## src/rtl/csd_pkg.sv

```systemverilog
// Shared constants for the clock source and divider block
package csd_pkg;

    // Bus geometry
    localparam int AXI_AW = 20;                            // Byte address width
    localparam int AXI_DW = 32;                            // Data width

    // Register indices; the byte address is four times the index
    localparam logic [15:0] IDX_SRC    = 16'h0012;         // Source select
    localparam logic [15:0] IDX_STATUS = 16'h001A;         // Live clock status
    localparam logic [15:0] IDX_MAIN   = 16'h0018;         // Main clock divider
    localparam logic [15:0] IDX_PANEL  = 16'h0030;         // Pixel and serial dividers
    localparam logic [15:0] IDX_CAM    = 16'h0100;         // Camera divider
    localparam logic [15:0] IDX_CARD   = 16'h6100;         // Card divider

    localparam logic [AXI_AW-1:0] ADDR_SRC    = AXI_AW'({IDX_SRC, 2'b00});
    localparam logic [AXI_AW-1:0] ADDR_STATUS = AXI_AW'({IDX_STATUS, 2'b00});
    localparam logic [AXI_AW-1:0] ADDR_MAIN   = AXI_AW'({IDX_MAIN, 2'b00});
    localparam logic [AXI_AW-1:0] ADDR_PANEL  = AXI_AW'({IDX_PANEL, 2'b00});
    localparam logic [AXI_AW-1:0] ADDR_CAM    = AXI_AW'({IDX_CAM, 2'b00});
    localparam logic [AXI_AW-1:0] ADDR_CARD   = AXI_AW'({IDX_CARD, 2'b00});

    // Field positions
    localparam int SRC_EN_BIT   = 0;                       // PLL enable
    localparam int SRC_SEL_BIT  = 2;                       // PLL select
    localparam int MAIN_LSB     = 0;                       // Main divide, 2 bits
    localparam int MAIN_W       = 2;
    localparam int PIX_LSB      = 0;                       // Pixel divide, 5 bits
    localparam int PIX_W        = 5;
    localparam int SER_LSB      = 8;                       // Serial divide, 3 bits
    localparam int SER_W        = 3;
    localparam int CAM_LSB      = 0;                       // Camera divide, 4 bits
    localparam int CAM_W        = 4;
    localparam int CAM_PIN_BIT  = 7;                       // Camera pin enable
    localparam int CARD_LSB     = 4;                       // Card divide, 4 bits
    localparam int CARD_W       = 4;

    // Reset values of the fields
    localparam logic [1:0]        RST_SRC     = 2'h0;
    localparam logic [MAIN_W-1:0] RST_MAIN    = 2'h0;
    localparam logic [PIX_W-1:0]  RST_PIX     = 5'h00;
    localparam logic [SER_W-1:0]  RST_SER     = 3'h0;
    localparam logic [CAM_W-1:0]  RST_CAM     = 4'h0;
    localparam logic              RST_CAM_PIN = 1'b0;
    localparam logic [CARD_W-1:0] RST_CARD    = 4'h0;

    // Bus responses
    localparam logic [1:0] RESP_OKAY   = 2'h0;
    localparam logic [1:0] RESP_SLVERR = 2'h2;
    localparam logic [AXI_DW-1:0] ZERO_WORD = 32'h0000_0000;

endpackage

```

## src/rtl/csd_divider.sv

```systemverilog
// Glitch-free programmable divider producing an enable pulse and a clock level
`timescale 1ns/1ns
module csd_divider import csd_pkg::*; #(
    parameter int WIDTH = 4
) (
    input  wire logic             clk,
    input  wire logic             rst,
    input  wire logic             src_en,
    input  wire logic [WIDTH-1:0] div,
    output logic                  tick,
    output logic                  level
);

    logic [WIDTH-1:0] cnt;                                 // Source ticks in period
    logic [WIDTH-1:0] ratio;                               // Divide value in use
    logic             wrap;                                // Last tick of the period
    logic [WIDTH-1:0] next_ratio;                          // Ratio for the next tick
    logic [WIDTH-1:0] next_cnt;                            // Count after this tick
    logic [WIDTH:0]   half;                                // High ticks per period

    // New divide value is taken only at a period boundary
    assign wrap       = (cnt == ratio);
    assign next_ratio = wrap ? div : ratio;
    assign next_cnt   = wrap ? '0 : WIDTH'(cnt + 1'b1);
    assign half       = (WIDTH+1)'(({1'b0, next_ratio} + (WIDTH+1)'(2)) >> 1);

    // Count source ticks, divide by value plus one
    always_ff @(posedge clk or posedge rst) begin
        if (rst) begin
            cnt   <= '0;
            ratio <= '0;
            tick  <= 1'b0;
            level <= 1'b0;
        end else begin
            tick <= src_en && wrap;
            if (src_en) begin
                cnt   <= next_cnt;
                ratio <= next_ratio;
                level <= ({1'b0, next_cnt} < half);
            end
        end
    end

endmodule

```

## src/rtl/csd_top.sv

```systemverilog
// Clock source selection, main divider and four derived clock dividers
`timescale 1ns/1ns
module csd_top import csd_pkg::*; (
    input  wire logic              MCLK,
    input  wire logic              RST,
    input  wire logic              EXT_CLOCK_INPUT,
    // AXI4-Lite write address
    input  wire logic [AXI_AW-1:0] S_AXI_AWADDR,
    input  wire logic [2:0]        S_AXI_AWPROT,
    input  wire logic              S_AXI_AWVALID,
    output logic                   S_AXI_AWREADY,
    // AXI4-Lite write data
    input  wire logic [AXI_DW-1:0] S_AXI_WDATA,
    input  wire logic [3:0]        S_AXI_WSTRB,
    input  wire logic              S_AXI_WVALID,
    output logic                   S_AXI_WREADY,
    // AXI4-Lite write response
    output logic [1:0]             S_AXI_BRESP,
    output logic                   S_AXI_BVALID,
    input  wire logic              S_AXI_BREADY,
    // AXI4-Lite read address
    input  wire logic [AXI_AW-1:0] S_AXI_ARADDR,
    input  wire logic [2:0]        S_AXI_ARPROT,
    input  wire logic              S_AXI_ARVALID,
    output logic                   S_AXI_ARREADY,
    // AXI4-Lite read data
    output logic [AXI_DW-1:0]      S_AXI_RDATA,
    output logic [1:0]             S_AXI_RRESP,
    output logic                   S_AXI_RVALID,
    input  wire logic              S_AXI_RREADY,
    // Derived clocks as one-cycle enables and pin levels
    output logic                   MAIN_INTERNAL_CLOCK_EN,
    output logic                   PIXEL_CLOCK_EN,
    output logic                   SERIAL_CLOCK_EN,
    output logic                   CAMERA_BLOCK_CLOCK_EN,
    output logic                   CARD_CLOCK_EN,
    output logic                   CAMERA_MASTER_CLOCK_PIN,
    output logic                   CARD_CLOCK_PIN
);

    // Software-written fields
    logic [1:0]        src_sel;                            // {PLL select, PLL enable}
    logic [MAIN_W-1:0] main_div;                           // Main divide value
    logic [PIX_W-1:0]  pix_div;                            // Pixel divide value
    logic [SER_W-1:0]  ser_div;                            // Serial divide value
    logic [CAM_W-1:0]  cam_div;                            // Camera divide value
    logic              cam_pin_en;                         // Camera pin drive enable
    logic [CARD_W-1:0] card_div;                           // Card divide value

    // External clock synchroniser
    logic ext_s1;                                          // First stage, read by s2 only
    logic ext_s2;                                          // Second stage
    logic ext_s3;                                          // Third stage
    logic ext_level;                                       // Accepted input level
    logic ext_agree;                                       // Stages two and three match
    logic ext_rise;                                        // Accepted rising edge

    // Clock chain
    logic use_pll;                                         // PLL source chosen
    logic src_tick;                                        // Selected source enable
    logic main_tick;                                       // Main clock enable
    logic pix_tick;                                        // Pixel enable
    logic ser_tick;                                        // Serial enable
    logic cam_tick;                                        // Camera enable
    logic cam_level;                                       // Camera clock level
    logic card_tick;                                       // Card enable
    logic card_level;                                      // Card clock level

    // Bus state
    logic [AXI_AW-1:0] aw_addr;                            // Captured write address
    logic              aw_got;                             // Write address held
    logic [AXI_DW-1:0] w_data;                             // Captured write data
    logic [3:0]        w_strb;                             // Captured byte strobes
    logic              w_got;                              // Write data held
    logic              wr_fire;                            // Perform the write now

    // Write decode
    logic hit_src_w;
    logic hit_main_w;
    logic hit_panel_w;
    logic hit_cam_w;
    logic hit_card_w;
    logic hit_any_w;
    logic [AXI_DW-1:0] wr_mask;                            // Byte strobes as bit mask

    // Read decode and data
    logic [AXI_DW-1:0] rd_src;
    logic [AXI_DW-1:0] rd_main;
    logic [AXI_DW-1:0] rd_panel;
    logic [AXI_DW-1:0] rd_cam;
    logic [AXI_DW-1:0] rd_card;
    logic [AXI_DW-1:0] rd_status;
    logic [AXI_DW-1:0] rd_data;
    logic              rd_hit;
    logic [AXI_DW-1:0] old_word;                           // Current value at write address
    logic [AXI_DW-1:0] new_word;                           // Merged value to store

    // Byte strobes spread over their lanes
    genvar g;
    generate
        for (g = 0; g < 4; g++) begin : g_lane
            assign wr_mask[8*g +: 8] = {8{w_strb[g]}};
        end
    endgenerate

    // Register images, reserved bits zero
    assign rd_src    = AXI_DW'({src_sel[1], 1'b0, src_sel[0]});
    assign rd_main   = AXI_DW'(main_div) << MAIN_LSB;
    assign rd_panel  = (AXI_DW'(ser_div) << SER_LSB) | (AXI_DW'(pix_div) << PIX_LSB);
    assign rd_cam    = (AXI_DW'(cam_pin_en) << CAM_PIN_BIT) | (AXI_DW'(cam_div) << CAM_LSB);
    assign rd_card   = AXI_DW'(card_div) << CARD_LSB;
    assign rd_status = AXI_DW'({card_level, cam_level, ext_level, use_pll});

    // Write address decode
    assign hit_src_w   = (aw_addr == ADDR_SRC);
    assign hit_main_w  = (aw_addr == ADDR_MAIN);
    assign hit_panel_w = (aw_addr == ADDR_PANEL);
    assign hit_cam_w   = (aw_addr == ADDR_CAM);
    assign hit_card_w  = (aw_addr == ADDR_CARD);
    assign hit_any_w   = hit_src_w | hit_main_w | hit_panel_w | hit_cam_w | hit_card_w;
    assign wr_fire     = aw_got && w_got && !S_AXI_BVALID;

    // Merge written bytes into the current word
    assign old_word = hit_src_w   ? rd_src   :
                      hit_main_w  ? rd_main  :
                      hit_panel_w ? rd_panel :
                      hit_cam_w   ? rd_cam   :
                      hit_card_w  ? rd_card  : ZERO_WORD;
    assign new_word = (w_data & wr_mask) | (old_word & ~wr_mask);

    // Read address decode
    assign rd_data = (S_AXI_ARADDR == ADDR_SRC)    ? rd_src    :
                     (S_AXI_ARADDR == ADDR_MAIN)   ? rd_main   :
                     (S_AXI_ARADDR == ADDR_PANEL)  ? rd_panel  :
                     (S_AXI_ARADDR == ADDR_CAM)    ? rd_cam    :
                     (S_AXI_ARADDR == ADDR_CARD)   ? rd_card   :
                     (S_AXI_ARADDR == ADDR_STATUS) ? rd_status : ZERO_WORD;
    assign rd_hit  = (S_AXI_ARADDR == ADDR_SRC)  || (S_AXI_ARADDR == ADDR_MAIN) ||
                     (S_AXI_ARADDR == ADDR_PANEL) || (S_AXI_ARADDR == ADDR_CAM) ||
                     (S_AXI_ARADDR == ADDR_CARD)  || (S_AXI_ARADDR == ADDR_STATUS);

    // Write channel: capture address and data in any order, then answer
    always_ff @(posedge MCLK or posedge RST) begin
        if (RST) begin
            S_AXI_AWREADY <= 1'b1;
            S_AXI_WREADY  <= 1'b1;
            S_AXI_BVALID  <= 1'b0;
            S_AXI_BRESP   <= RESP_OKAY;
            aw_got        <= 1'b0;
            w_got         <= 1'b0;
            aw_addr       <= '0;
            w_data        <= '0;
            w_strb        <= '0;
        end else begin
            if (S_AXI_AWVALID && S_AXI_AWREADY) begin
                aw_addr       <= S_AXI_AWADDR;
                aw_got        <= 1'b1;
                S_AXI_AWREADY <= 1'b0;
            end
            if (S_AXI_WVALID && S_AXI_WREADY) begin
                w_data       <= S_AXI_WDATA;
                w_strb       <= S_AXI_WSTRB;
                w_got        <= 1'b1;
                S_AXI_WREADY <= 1'b0;
            end
            if (wr_fire) begin
                S_AXI_BVALID <= 1'b1;
                S_AXI_BRESP  <= hit_any_w ? RESP_OKAY : RESP_SLVERR;
                aw_got       <= 1'b0;
                w_got        <= 1'b0;
            end
            if (S_AXI_BVALID && S_AXI_BREADY) begin
                S_AXI_BVALID  <= 1'b0;
                S_AXI_AWREADY <= 1'b1;
                S_AXI_WREADY  <= 1'b1;
            end
        end
    end

    // Read channel: one-cycle answer, unmapped reads give zero and error
    always_ff @(posedge MCLK or posedge RST) begin
        if (RST) begin
            S_AXI_ARREADY <= 1'b1;
            S_AXI_RVALID  <= 1'b0;
            S_AXI_RDATA   <= ZERO_WORD;
            S_AXI_RRESP   <= RESP_OKAY;
        end else if (S_AXI_ARVALID && S_AXI_ARREADY) begin
            S_AXI_ARREADY <= 1'b0;
            S_AXI_RVALID  <= 1'b1;
            S_AXI_RDATA   <= rd_data;
            S_AXI_RRESP   <= rd_hit ? RESP_OKAY : RESP_SLVERR;
        end else if (S_AXI_RVALID && S_AXI_RREADY) begin
            S_AXI_RVALID  <= 1'b0;
            S_AXI_ARREADY <= 1'b1;
        end
    end

    // Setting registers, written through byte lanes
    always_ff @(posedge MCLK or posedge RST) begin
        if (RST) begin
            src_sel    <= RST_SRC;
            main_div   <= RST_MAIN;
            pix_div    <= RST_PIX;
            ser_div    <= RST_SER;
            cam_div    <= RST_CAM;
            cam_pin_en <= RST_CAM_PIN;
            card_div   <= RST_CARD;
        end else if (wr_fire) begin
            if (hit_src_w) begin
                src_sel <= {new_word[SRC_SEL_BIT], new_word[SRC_EN_BIT]};
            end
            if (hit_main_w) begin
                main_div <= new_word[MAIN_LSB +: MAIN_W];
            end
            if (hit_panel_w) begin
                pix_div <= new_word[PIX_LSB +: PIX_W];
                ser_div <= new_word[SER_LSB +: SER_W];
            end
            if (hit_cam_w) begin
                cam_div    <= new_word[CAM_LSB +: CAM_W];
                cam_pin_en <= new_word[CAM_PIN_BIT];
            end
            if (hit_card_w) begin
                card_div <= new_word[CARD_LSB +: CARD_W];
            end
        end
    end

    // External clock input: three stages, a change counts when two and three agree
    always_ff @(posedge MCLK or posedge RST) begin
        if (RST) begin
            ext_s1    <= 1'b0;
            ext_s2    <= 1'b0;
            ext_s3    <= 1'b0;
            ext_level <= 1'b0;
        end else begin
            ext_s1 <= EXT_CLOCK_INPUT;
            ext_s2 <= ext_s1;
            ext_s3 <= ext_s2;
            if (ext_agree) begin
                ext_level <= ext_s3;
            end
        end
    end

    assign ext_agree = (ext_s2 == ext_s3);
    assign ext_rise  = ext_agree && ext_s3 && !ext_level;

    // Source choice: PLL needs both enable and select, otherwise external input
    assign use_pll  = src_sel[1] && src_sel[0];
    assign src_tick = use_pll ? 1'b1 : ext_rise;

    // Main internal clock divider
    csd_divider #(.WIDTH(MAIN_W)) u_main (
        .clk    (MCLK),
        .rst    (RST),
        .src_en (src_tick),
        .div    (main_div),
        .tick   (main_tick),
        .level  ()
    );

    // Pixel clock divider from the main clock
    csd_divider #(.WIDTH(PIX_W)) u_pix (
        .clk    (MCLK),
        .rst    (RST),
        .src_en (main_tick),
        .div    (pix_div),
        .tick   (pix_tick),
        .level  ()
    );

    // Serial clock divider from the main clock
    csd_divider #(.WIDTH(SER_W)) u_ser (
        .clk    (MCLK),
        .rst    (RST),
        .src_en (main_tick),
        .div    (ser_div),
        .tick   (ser_tick),
        .level  ()
    );

    // Camera clock divider; value one gives two-to-one
    csd_divider #(.WIDTH(CAM_W)) u_cam (
        .clk    (MCLK),
        .rst    (RST),
        .src_en (main_tick),
        .div    (cam_div),
        .tick   (cam_tick),
        .level  (cam_level)
    );

    // Memory card clock divider
    csd_divider #(.WIDTH(CARD_W)) u_card (
        .clk    (MCLK),
        .rst    (RST),
        .src_en (main_tick),
        .div    (card_div),
        .tick   (card_tick),
        .level  (card_level)
    );

    // Output flops: enables delayed one cycle, card pin follows its divider level, camera pin its level gated by cam_pin_en
    always_ff @(posedge MCLK or posedge RST) begin
        if (RST) begin
            MAIN_INTERNAL_CLOCK_EN  <= 1'b0;
            PIXEL_CLOCK_EN          <= 1'b0;
            SERIAL_CLOCK_EN         <= 1'b0;
            CAMERA_BLOCK_CLOCK_EN   <= 1'b0;
            CARD_CLOCK_EN           <= 1'b0;
            CAMERA_MASTER_CLOCK_PIN <= 1'b0;
            CARD_CLOCK_PIN          <= 1'b0;
        end else begin
            MAIN_INTERNAL_CLOCK_EN  <= main_tick;
            PIXEL_CLOCK_EN          <= pix_tick;
            SERIAL_CLOCK_EN         <= ser_tick;
            CAMERA_BLOCK_CLOCK_EN   <= cam_tick;
            CARD_CLOCK_EN           <= card_tick;
            CAMERA_MASTER_CLOCK_PIN <= cam_pin_en && cam_level;
            CARD_CLOCK_PIN          <= card_level;
        end
    end

endmodule

```

## config.mk

```make
export PLATFORM = sky130hd
export DESIGN_NAME = csd_top
export DESIGN_NICKNAME = d
export VERILOG_FILES = /design/src/rtl/csd_pkg.sv /design/src/rtl/csd_divider.sv /design/src/rtl/csd_top.sv
export SDC_FILE = /design/constraint.sdc
export NUM_CORES = 1
export LEC_CHECK = 0
export BUFFER_PORTS_ARGS = -buffer_cell sky130_fd_sc_hd__buf_4
export CORE_MARGIN = 2
export CORE_UTILIZATION = 45
export CTS_CLUSTER_DIAMETER = 200
export DETAILED_ROUTE_END_ITERATION = 8
export PLACE_DENSITY = 0.68
export SLEW_MARGIN = 25
export SYNTH_ARGS = -nofsm -noshare
export SYNTH_HDL_FRONTEND = slang
export SYNTH_SLANG_ARGS = --single-unit
```

## constraint.sdc

```tcl
create_clock -name MCLK -period 10.2 [get_ports MCLK]
set_input_delay 2.04 -clock MCLK [delete_from_list [all_inputs] [get_ports MCLK]]
set_output_delay 2.04 -clock MCLK [all_outputs]
set_load 0.01 [all_outputs]
```

==> metrics list <==
- Maximum single-stage delay on the critical path: 0.65 ns
* Ordered list of cells on the worst path: buf_4, nor4_1, nand2_1, nor4_1, a221oi_1, o221a_2, o31ai_1
* Average vias per placed instance: 5.30
* Buffer count from post-CTS setup fixing: 0
* Net switching power: 0.000427 W
- 0 antenna diodes ended up in the layout.
- Number of buffer and inverter instances along the worst setup path: 1
- Relative to the synthesized area, the layout overhead comes to 22.0%.
- Iter 0 DRT Violations: 257
- Standard cell core area: 13300 um2
- In this run the count of I/O pins placed on the die edge is 138.
- Startpoint of the worst hold path: ext_s1
* Detailed Place HPWL: 9.64 mm
- The worst register-to-register path begins at aw_addr[0].
- Post-synth EDFFs: 0
* Deepest level of the CTS H-tree: 4
- Number of placement rows: 42
- Post-synthesis cell area: 6180 um2
* Peak ir drop on the vdd network: 0.132 mV
- The final max-slew violation count is 0.
- Once placement completed, the tool counted placed cells totaling 803.
- Port Buffers: 85
* Die Area: 14700 um2
* Critical Path RT: 10.52 ns
- After synthesis, the largest area contributor takes up 50.6% of total cell area.
* Slew of the pin with the lowest slew margin: 0.799 ns
* Cell type of the slowest stage on the worst timing path: sky130_fd_sc_hd__nor4_1
- Fraction of layout instances using a drive strength above 1: 30.0%
* Internal power contribution: 0.00117 W
- Routed length per instance: 15.6 um
- Max_cap viols: 0
- Count of mapped cells out of synthesis: 554
* Initial Util: 46.3%
- After clock tree synthesis, the clock-pin slew on the worst setup and hold paths is 0.06 ns.
- Startpoint type of the worst setup path: input port
- In the synthesized netlist the dominant register cell turns out to be sky130_fd_sc_hd__dfrtp_1.
* Setup-violating endpoint count in the final report: 0
* Commonest cells after routing, fill and taps aside: 125 x sky130_fd_sc_hd__dfrtp_1, 87 x sky130_fd_sc_hd__buf_4, 63 x sky130_fd_sc_hd__mux2_2
- Derived from the worst setup path, the maximum achievable clock frequency is 268 MHz.
* Hold Path Cell Cnt: 0
- After synthesis, the cell types taking the most area are sky130_fd_sc_hd__dfrtp_1 51%, sky130_fd_sc_hd__mux2_2 11%, sky130_fd_sc_hd__nand2_1 3.3%.
- Measured in cells, the most critical reg-to-reg path has a length of 5.
- Routability-driven placement finished with a final weighted congestion of 0.873.
- Pin count of the biggest net entering global routing: 78
* Maximum count of clock buffers along a single path: 2
- The tree is rooted in a sky130_fd_sc_hd__clkbuf_16.
- Endpoint of the worst hold-timing path: ext_s2
- In the routed design, unresolved DRC markers number 0.
- FF-to-FF End: card_div[1]
* Die H: 121 um
- In this run the worst hold path is classified as reg -> reg.
- Once the clock tree was built, the resizer swapped 0 gates to a different size.
- Worst-case register-to-register setup slack: 7.52 ns
- The detail route stage leaves a number of antenna-violating nets equal to 0.
- The multi-input combinational cells in the finished layout cover a total of 2740 um2.
- The largest total area in the synthesized netlist belongs to sky130_fd_sc_hd__dfrtp_1.
* Maximum clock skew at final layout: 0.00573 ns
- Max-Slew Margin vs Limit: 46.6%
- TritonCTS clock tree: yes
- In this run switching power makes up 26.7% of total power.
* Unrepaired setup endpoints after global routing: no
* Die Wd: 121 um
- Summing the sequential cell areas from Yosys gives 51.9% of the chip area.
- For this run, asynchronously set or reset flops after synthesis account for 100%.
- The routed layout has 4430 vias.
- Hold slack: 0.344 ns
- Cts-stage hold buffer count: 0
- Tcrit/Tclk final: 36.6%
- Of all nets on the critical path, the largest fanout is 4.
* Antenna violations before repair: 0
- Portion of total power attributed to combinational logic: 17.6%
- On the critical path the largest part of the delay comes from simple AND/OR/NAND/NOR gates.
* Count of nets after finishing: 750
- The first detailed-routing pass took 5 iterations.
- TritonCTS created 17 clock buffers.
* Number of hold violations in the final report: 0
* Leading cell type in the layout, fill and taps excluded: sky130_fd_sc_hd__dfrtp_1
- In this run the power density over the cells is 212 nW/um2.
- Most used cell, CP: sky130_fd_sc_hd__nor4_1
- Summed over all layers, the routed wires come to 13.1 mm.
- Sequential cell area: 3210 um2
- Layout Cells excl Fill: 836
- After global routing the overflow that remains totals 0.
* Worst-Skew Late Latency: 0.41 ns
- Number of synthesis warnings: 0
- Type of destination of the critical path: flop
* Clk sink count: 128
- Final-layout fill cell count: 1149
- Summing internal, switching and leakage power gives 0.00160 W.
* Min Tclk post-route: 3.73 ns
* Count of different cell masters after synthesis: 59
- Share of total power in the clock network: 38.8%
- Mean instance size in the synthesized netlist: 11.2 um2
- In the final timing run, aggregate negative setup slack is 0 ns.
* Global-route total usage across every layer: 19.3%
- The first global-routing pass estimated 22.0 mm of wire.
* Sequential share of power: 43.6%
- For this design the static power due to leakage is 3.53 nW.
- The via count of the first global-routing pass came to 4482.
- Counting flops and latches in the post-synthesis netlist gives 128.
- Worst Setup Path Type: in -> reg
- Status: finished, final reports clean
- Data arrival, critical path: 4.05 ns
## sequential cells by signal, indices dropped and copies added (netlist names), 2 cells and up
name and cells:
aw_addr 20, S_AXI_RDATA 11, w_data 11, pix_div 5
u_pix.cnt 5, u_pix.ratio 5, cam_div 4, card_div 4
u_cam.cnt 4, u_cam.ratio 4, u_card.cnt 4, u_card.ratio 4
ser_div 3, u_ser.cnt 3, u_ser.ratio 3, main_div 2
src_sel 2, u_main.cnt 2, u_main.ratio 2, w_strb 2
## how the worst max path moves through the flow
stage / from / to / slack [ns] / cells after the start
3_3_place_gp: S_AXI_ARADDR[14] / S_AXI_RDATA[0] / 6.13 / 7
6_report: S_AXI_ARADDR[1] / S_AXI_RDATA[0] / 6.47 / 7
2_1_floorplan: RST / CAMERA_BLOCK_CLOCK_EN / 4.75 / 1
3_5_place_dp: S_AXI_ARADDR[14] / S_AXI_RDATA[0] / 6.15 / 7
4_1_cts: S_AXI_ARADDR[14] / S_AXI_RDATA[0] / 6.56 / 7
5_1_grt: S_AXI_ARADDR[14] / S_AXI_RDATA[0] / 6.34 / 7
## cell type report
type | instances | share of cell area, %
Sequential cell | 128 | 42.5
Multi-Input combinational cell | 390 | 36.4
Timing Repair Buffer | 88 | 9.03
Clock buffer | 20 | 5.79
Tap cell | 176 | 2.92
Clock inverter | 12 | 2.21
Inverter | 22 | 1.13
## logic make-up after synthesis
| family | after synthesis | share of synthesized area, % |
|---|---|---|
| and+or+nand+nor | 172 | 14.6 |
| DFF | 128 | 51.9 |
| AOI/OAI and AO/OA | 84 | 8.95 |
| muxes | 71 | 13.0 |
| buffers and inverters | 58 | 5.06 |
| xor gates and xnor gates | 27 | 3.83 |
| adders and majority gates | 13 | 2.63 |
| other | 1 | 0.0607 |
## metal layers
layer	share of wire, %	GRT usage [%]	up-vias
li1	-	-	2107
met1	44	24.6	2174
met2	49	31.0	137
met3	5.6	5.97	12
met4	1.3	6.90	0
met5	0	0	-
## synthesized netlist by cell type (all sizes together) (11+ instances only)
cell type and n:
and2 11, nor2 30, xnor2 17, mux2 66
dfrtp 125, o21ai 25, a21oi 16, ha 13
nand3 20, buf 26, inv 22, nand2 56
## stage by stage
stage	instance area, um2	setup WS, ns	util [%]
2_1_floorplan	6260	4.75	-
3_3_place_gp	6910	6.13	51.8
3_5_place_dp	6910	6.15	51.8
4_1_cts	7510	6.56	56.3
5_1_grt	7540	6.34	56.5
6_report	7540	6.47	56.5
## power groups by stage
stage          combinational (W)  sequential, W  clock [W]
3_5_place_dp            0.000283       0.000703          0
4_1_cts                 0.000284       0.000696   0.000631
2_1_floorplan           0.000208       0.000682          0
5_1_grt                 0.000315       0.000710   0.000657
6_report                0.000281       0.000696   0.000619
3_3_place_gp            0.000269       0.000697          0
## worst reg2reg max path, delay by kind of cell (launching register included)
family / cells / cell delay, ns
AND/OR/NAND/NOR: 4 / 1.83
flip-flops: 1 / 0.38
multiplexers: 1 / 0.35
Power figures use the tool's default switching activity.
